[src/obd_pkg.sv]
// Constants shared by the option board decode and isolation logic
package obd_pkg;

    // ------------------------------------------------------------------
    // Address window of the bus controller chip
    // ------------------------------------------------------------------
    localparam logic [15:0] OBD_ADDR_LO    = 16'h0028;  // First address, inclusive
    localparam logic [15:0] OBD_ADDR_HI    = 16'h002F;  // Last address, inclusive
    localparam int          OBD_DEC_MSB    = 15;        // Top compared address bit
    localparam int          OBD_DEC_LSB    = 3;         // Lowest compared address bit
    localparam int          OBD_DEC_W      = OBD_DEC_MSB - OBD_DEC_LSB + 1;
    localparam logic [12:0] OBD_DEC_MATCH  = OBD_ADDR_LO[15:3];

    // ------------------------------------------------------------------
    // Widths and field positions
    // ------------------------------------------------------------------
    localparam int          OBD_ADDR_W     = 16;        // Processor address bus
    localparam int          OBD_DATA_W     = 8;         // Processor data bus
    localparam int          OBD_REG_SEL_W  = 3;         // Controller register select
    localparam int          OBD_SYNC_W     = 39;        // All pin inputs, synchronised

    // ------------------------------------------------------------------
    // Reset values of the outputs
    // ------------------------------------------------------------------
    localparam logic        OBD_RST_CS_N   = 1'b1;      // Chip select idle high
    localparam logic        OBD_RST_OE     = 1'b0;      // Every buffer tri-stated
    localparam logic        OBD_RST_CTRL_N = 1'b0;      // Controller held in reset
    localparam logic        OBD_PRESENT    = 1'b0;      // Sense line tied to ground
    localparam logic [7:0]  OBD_RST_DATA   = 8'h00;     // Data outputs idle value

    // Decode of the thirteen upper address bits
    function automatic logic obd_addr_hit(input logic [15:0] addr);
        obd_addr_hit = (addr[OBD_DEC_MSB:OBD_DEC_LSB] == OBD_DEC_MATCH);
    endfunction : obd_addr_hit

endpackage : obd_pkg

[src/obd_sync.sv]
// Two-stage synchroniser for a vector of pin inputs
`timescale 1ns/1ps
module obd_sync #(
    parameter int WIDTH = 1
) (
    // Clock and reset
    input  wire logic             core_clk,
    input  wire logic             nrst,
    // Asynchronous in, synchronised out
    input  wire logic [WIDTH-1:0] async_in,
    output logic      [WIDTH-1:0] sync_out
);

    logic [WIDTH-1:0] stage1;

    // --------------------------------------------------------------
    // One flip-flop pair per bit; the first stage feeds only the second
    // --------------------------------------------------------------
    genvar gi;
    generate
        for (gi = 0; gi < WIDTH; gi++) begin : g_bit
            always_ff @(posedge core_clk) begin
                if (!nrst) begin
                    stage1[gi]   <= 1'b0;
                    sync_out[gi] <= 1'b0;
                end else begin
                    stage1[gi]   <= async_in[gi];
                    sync_out[gi] <= stage1[gi];
                end
            end
        end
    endgenerate

endmodule : obd_sync

[src/obd_top.sv]
// Option board address decode, power isolation and data steering
`timescale 1ns/1ps
module obd_top (
    // Clock and reset
    input  wire logic                          core_clk,
    input  wire logic                          nrst,
    // Processor side pins
    input  wire logic [obd_pkg::OBD_ADDR_W-1:0] cpu_addr,
    input  wire logic                          cpu_read_not_write,
    input  wire logic                          cpu_write_strobe_n,
    input  wire logic                          cpu_read_strobe,
    input  wire logic                          cpu_phase_clk,
    input  wire logic                          system_reset,
    input  wire logic                          option_power_switch_n,
    input  wire logic [obd_pkg::OBD_DATA_W-1:0] cpu_data_in,
    output logic      [obd_pkg::OBD_DATA_W-1:0] cpu_data_out,
    output logic                               cpu_data_oe,
    output logic                               option_interrupt_request_n,
    output logic                               option_interrupt_request_oe,
    output logic                               option_present_sense,
    // Controller side through the isolating buffer
    output logic [obd_pkg::OBD_REG_SEL_W-1:0]  ctrl_reg_sel,
    output logic                               ctrl_write_strobe_n,
    output logic                               ctrl_read_strobe,
    output logic                               ctrl_phase_clk,
    output logic                               ctrl_chip_select_n,
    output logic                               ctrl_iso_oe,
    output logic                               ctrl_reset_n,
    input  wire logic                          ctrl_interrupt_n,
    // Controller side data
    input  wire logic [obd_pkg::OBD_DATA_W-1:0] ctrl_data_in,
    output logic      [obd_pkg::OBD_DATA_W-1:0] ctrl_data_out,
    output logic                               ctrl_data_oe
);
    import obd_pkg::*;

    // ------------------------------------------------------------------
    // Pin synchronisers
    // ------------------------------------------------------------------
    logic [OBD_SYNC_W-1:0] pins_async;
    logic [OBD_SYNC_W-1:0] pins_sync;

    // Every pin comes from another domain, so all pass two flip-flops;
    // active-low pins go in inverted so cleared stages read as idle
    assign pins_async = {cpu_addr, cpu_read_not_write, !cpu_write_strobe_n,
                         cpu_read_strobe, cpu_phase_clk, system_reset,
                         !option_power_switch_n, !ctrl_interrupt_n,
                         cpu_data_in, ctrl_data_in};

    obd_sync #(
        .WIDTH    (OBD_SYNC_W)
    ) u_sync (
        .core_clk (core_clk),
        .nrst     (nrst),
        .async_in (pins_async),
        .sync_out (pins_sync)
    );

    // ------------------------------------------------------------------
    // Synchronised pin fields
    // ------------------------------------------------------------------
    logic [OBD_ADDR_W-1:0] s_addr;
    logic                  s_rnw;
    logic                  s_wr;
    logic                  s_rd;
    logic                  s_phase;
    logic                  s_sysrst;
    logic                  s_sw_on;
    logic                  s_irq;
    logic [OBD_DATA_W-1:0] s_cpu_data;
    logic [OBD_DATA_W-1:0] s_ctrl_data;

    // Unpack in the same order as packed above
    assign {s_addr, s_rnw, s_wr, s_rd, s_phase, s_sysrst,
            s_sw_on, s_irq, s_cpu_data, s_ctrl_data} = pins_sync;

    // ------------------------------------------------------------------
    // Address decode and power gating
    // ------------------------------------------------------------------
    logic power_on;
    logic addr_hit;
    logic board_cycle;
    logic next_cs_n;
    logic hold_reset;
    logic cs_end;

    // Switch synchronised inverted; a cleared stage reads as power off
    assign power_on    = s_sw_on;
    assign addr_hit    = obd_addr_hit(s_addr);
    // Without option power the decoder is dead; no select can form
    assign board_cycle = power_on && addr_hit;
    assign next_cs_n   = !board_cycle;
    // Reset dominates whenever either source is active
    assign hold_reset  = s_sysrst || !power_on;
    // Rising end of the select, seen against the registered output
    assign cs_end      = !ctrl_chip_select_n && next_cs_n;

    // ------------------------------------------------------------------
    // Chip select and isolating buffer
    // ------------------------------------------------------------------
    // The buffer enable follows the switch, so an unpowered controller
    // is never driven and never sources current through its inputs
    always_ff @(posedge core_clk) begin
        if (!nrst) begin
            ctrl_chip_select_n <= OBD_RST_CS_N;
            ctrl_iso_oe        <= OBD_RST_OE;
            ctrl_reg_sel       <= '0;
            ctrl_write_strobe_n <= 1'b1;
            ctrl_read_strobe   <= 1'b0;
            ctrl_phase_clk     <= 1'b0;
        end else begin
            ctrl_chip_select_n <= next_cs_n;
            ctrl_iso_oe        <= power_on;
            ctrl_reg_sel       <= s_addr[OBD_REG_SEL_W-1:0];
            ctrl_write_strobe_n <= !s_wr;
            ctrl_read_strobe   <= s_rd;
            ctrl_phase_clk     <= s_phase;
        end
    end

    // ------------------------------------------------------------------
    // Interrupt path toward the processor
    // ------------------------------------------------------------------
    // Cut off on battery; the external pull-up then keeps the line high
    always_ff @(posedge core_clk) begin
        if (!nrst) begin
            option_interrupt_request_n  <= 1'b1;
            option_interrupt_request_oe <= OBD_RST_OE;
        end else begin
            option_interrupt_request_n  <= !s_irq;
            option_interrupt_request_oe <= power_on;
        end
    end

    // ------------------------------------------------------------------
    // Presence sense
    // ------------------------------------------------------------------
    // Board ties the line to ground; kept as a flop for a clean output
    always_ff @(posedge core_clk) begin
        if (!nrst) begin
            option_present_sense <= OBD_PRESENT;
        end else begin
            option_present_sense <= OBD_PRESENT;
        end
    end

    // ------------------------------------------------------------------
    // Controller reset flip-flop
    // ------------------------------------------------------------------
    // Release needs a dummy access after power up; the processor is
    // trusted to wait for the supply to settle before making it
    always_ff @(posedge core_clk) begin
        if (!nrst) begin
            ctrl_reset_n <= OBD_RST_CTRL_N;
        end else if (hold_reset) begin
            ctrl_reset_n <= OBD_RST_CTRL_N;
        end else if (cs_end) begin
            ctrl_reset_n <= 1'b1;
        end
    end

    // ------------------------------------------------------------------
    // Data transceiver steering
    // ------------------------------------------------------------------
    // Both sides float outside option cycles to avoid bus contention
    always_ff @(posedge core_clk) begin
        if (!nrst) begin
            cpu_data_oe   <= OBD_RST_OE;
            ctrl_data_oe  <= OBD_RST_OE;
            cpu_data_out  <= OBD_RST_DATA;
            ctrl_data_out <= OBD_RST_DATA;
        end else begin
            cpu_data_oe   <= board_cycle && s_rnw;
            ctrl_data_oe  <= board_cycle && !s_rnw;
            cpu_data_out  <= s_ctrl_data;
            ctrl_data_out <= s_cpu_data;
        end
    end
endmodule : obd_top

[config.mk]
export PLATFORM = sky130hd
export DESIGN_NAME = obd_top
export DESIGN_NICKNAME = d
export VERILOG_FILES = /design/src/obd_pkg.sv /design/src/obd_sync.sv /design/src/obd_top.sv
export SDC_FILE = /design/constraint.sdc
export NUM_CORES = 1
export LEC_CHECK = 0
export CORE_ASPECT_RATIO = 1.25
export CORE_MARGIN = 1
export CORE_UTILIZATION = 47
export DETAILED_ROUTE_END_ITERATION = 16
export DONT_BUFFER_PORTS = 1
export GPL_ROUTABILITY_DRIVEN = 0
export SYNTH_ARGS = -nofsm -noshare
export SYNTH_HDL_FRONTEND = slang
export SYNTH_SLANG_ARGS = --single-unit
[constraint.sdc]
create_clock -name core_clk -period 1.33 [get_ports core_clk]
set_input_delay 0.133 -clock core_clk [delete_from_list [all_inputs] [get_ports core_clk]]
set_output_delay 0.133 -clock core_clk [all_outputs]
set_load 0.005 [all_outputs]
==> flow_summary.yaml <==
die:
  start_util: 0.496
  fp.dieW_um: 72.5
  io_pins: 71
  fp-row-count: 31
  coreArea_um2: 5900
  die_h_um: 90.2
  die_area_um2: 6540
clock_tree:
  cts_tree: "built"
  root_buffer: "clkbuf_8"
  cts_max_path_buffers: 2
  cts_buffers: 9
  htree_levels: 3
  cts_hold_buf: 51
  clk_pin_slew_worst_paths_ns: 0.10
  cts_setup_buffers: 0
  insertion_delay_ns: 0.35
  cts.sinks: 106
  postCtsResizedCells: 0
synthesis:
  synth_area_leaders: "dfxtp_1 (73%), and2_1 (21%), buf_2 (0.86%), nor4b_4 (0.81%), nor3_1 (0.51%)"
  synth_xor_area_frac: 0
  synth_seq_cells: 106
  synth_seq_area_share: 0.726
  syn_nets: 276
  synth_top_area_share: 0.726
  yosys.area.top_type: "dfxtp_1"
  synthDistinctLibCells: 19
  synth_mux_area_frac: 0
  syn_inst: 235
  synth.avg_cell_area_um2: 12.4
  synthAdderAreaFrac: 0
  synth-simple-area-share: 0.249
  syn_area_um2: 2920
  yosysWarnings: 0
  synth_top_family_by_area: "simple AND/OR/NAND/NOR gates"
  synth-compound-area-share: 0
place:
  place_hpwl_um: 2020
  place_area_um2: 2960
  pre_cts_ws_ns: 0.161
  placedCellCount: 305
  port_buffers: 0
timing:
  clock_skew_ns: 0.0114
  min_period_over_period: 0.882
  fin_crit_ns: 1.17
  setup_viol: 0
  fmax_mhz: 852
  rsz0062_at_grt: "no"
  report.final.slew_viol_count: 0
  finalSetupTns_ns: 0
  hold_viol: 0
  worst_slack_ns: 0.156
hold_path:
  hp-start: "nrst"
  hold_end: "u_sync.sync_out[20]$_SDFF_PN0_"
  worstHoldPathCells: 2
  worstHoldPathType: "input pin to flip-flop"
global_route:
  grt_max_degree: 87
  overflow: 0
  globalRouteTotalUtil: 0.142
  grt_pass1_vias: 1475
  grt_busiest_layer: "met2"
  grt_antenna_before_repair: 0
  grt_pass1_wl_um: 6810
  met3_usage: 0.0549
  gr-usage-met1: 0.164
  grt.met2_usage: 0.217
route:
  drt-pass1-iter-count: 4
  ant_nets: 0
  drc: 0
  vias_per_cell: 4.26
  wl_per_cell_um: 11.1
  routed_wl_um: 4140
  vias: 1585
  drt_iter0_drc: 63
setup_path:
  cp_num_cells: 3
  crit_arrival_ns: 1.43
  cp-start-kind: "flip-flop"
  cp_top_family: "simple AND/OR/NAND/NOR gates"
  cp_max_fo: 3
  critPathKind: "flip-flop to flip-flop"
  r2r_cells: 3
  cp_num_buf_inv: 0
  r2r_end: "ctrl_chip_select_n$_SDFF_PN1_"
  crit_path_max_incr_delay_ns: 0.35
  cp_slowest_cell: "nor4_2"
  r2r_slack_ns: 0.16
  end_kind: "flip-flop"
  required_ns: 1.58
  path_cells: "nor4_2 -> nand4_1 -> or2_1"
  r2r_start: "u_sync.sync_out[34]$_SDFF_PN0_"
status:
  status: "finished clean"
job:
  maxCapViolCount: 0
pwr:
  leakagePower_nw: 1.53
  power.density_nw_per_um2: 1500
  irDropWorstVdd_mv: 0.953
final_layout:
  layout.nets: 326
  synthToLayoutAreaGrowth_pct: 26.3
  fin_cells: 372
  design_area_um2: 3690
  drive_above_1_share: 0.0724
  num_antenna_cells: 0
## power breakdown
group          switching [mW]  internal, mW  total [mW]
registers              0.0322          3.30        3.33
logic                  0.0773         0.168       0.246
clock network            1.05         0.888        1.94
## metal layers
metal | vias up | wire (um)
li1 | 811 | -
met1 | 710 | 1830
met2 | 53 | 2010
met3 | 11 | 191
met4 | 0 | 113
met5 | - | 0
## flip-flops by register name (all words and copies together), names as in the netlist, 3 cells and up
| register | flops |
|---|---|
| cpu_data_out | 8 |
| ctrl_data_out | 8 |
| ctrl_reg_sel | 3 |
| u_sync.stage1 | 39 |
| u_sync.sync_out | 39 |
## synth_stat cells
cell and number:
nor4b_4 1, clkbuf_1 4, inv_1 1, and4b_1 1, buf_2 5, inv_2 1
conb_1 1, nor3_1 3, nand2_1 2, nor4_2 1, nand4_1 2, buf_4 2
and2_1 97, or2_1 1, and4bb_2 1, nor2_1 4, nand2b_1 1, dfxtp_1 106
clkbuf_2 1
## how the worst max path moves through the flow
stage	start	slack, ns	end
3_3_place_gp	u_sync.sync_out[34]$_SDFF_PN0_	0.18	ctrl_chip_select_n$_SDFF_PN1_
5_1_grt	u_sync.sync_out[34]$_SDFF_PN0_	0.07	ctrl_chip_select_n$_SDFF_PN1_
6_report	u_sync.sync_out[34]$_SDFF_PN0_	0.16	ctrl_chip_select_n$_SDFF_PN1_
4_1_cts	u_sync.sync_out[34]$_SDFF_PN0_	0.15	ctrl_chip_select_n$_SDFF_PN1_
2_1_floorplan	u_sync.sync_out[30]$_SDFF_PN0_	0.28	ctrl_chip_select_n$_SDFF_PN1_
3_5_place_dp	u_sync.sync_out[34]$_SDFF_PN0_	0.16	ctrl_chip_select_n$_SDFF_PN1_
## through the flow
step | util | total power [mW] | hold WS [ns]
2_1_floorplan | - | 3.52 | 0.200
4_1_cts | 0.626 | 5.58 | 0.151
3_5_place_dp | 0.503 | 3.51 | 0.202
3_3_place_gp | 0.503 | 3.50 | 0.200
6_report | 0.626 | 5.52 | 0.158
5_1_grt | 0.626 | 5.77 | 0.162
## area by class of cell
cell class,instances,area (um2)
well taps,82,103
inverters,2,7.51
flip-flops and latches,106,2120
repair buffers,51,528
clock inverters,7,75.1
fillers,483,2200
multi-input cells,115,732
clock buffers,9,124
## cell usage in the layout (no fill, tap or decap)
master	count
clkbuf_8	9
inv_2	1
dlygate4sd3_1	50
clkinv_2	2
buf_16	1
clkinv_4	1
dfxtp_1	106
conb_1	1
bufinv_16	1
nand4_1	2
or2_1	1
and2_1	97
nor3_1	3
and4b_1	1
nand2b_1	1
nand2_1	2
inv_6	3
nor4_2	1
inv_1	1
nor2_1	4
nor4b_4	1
and4bb_2	1
## kinds of logic after synthesis
family / Yosys count
buf+inv: 14
other cells: 1
flops: 106
simple gates: 114
(Power assumes the default switching activity.)
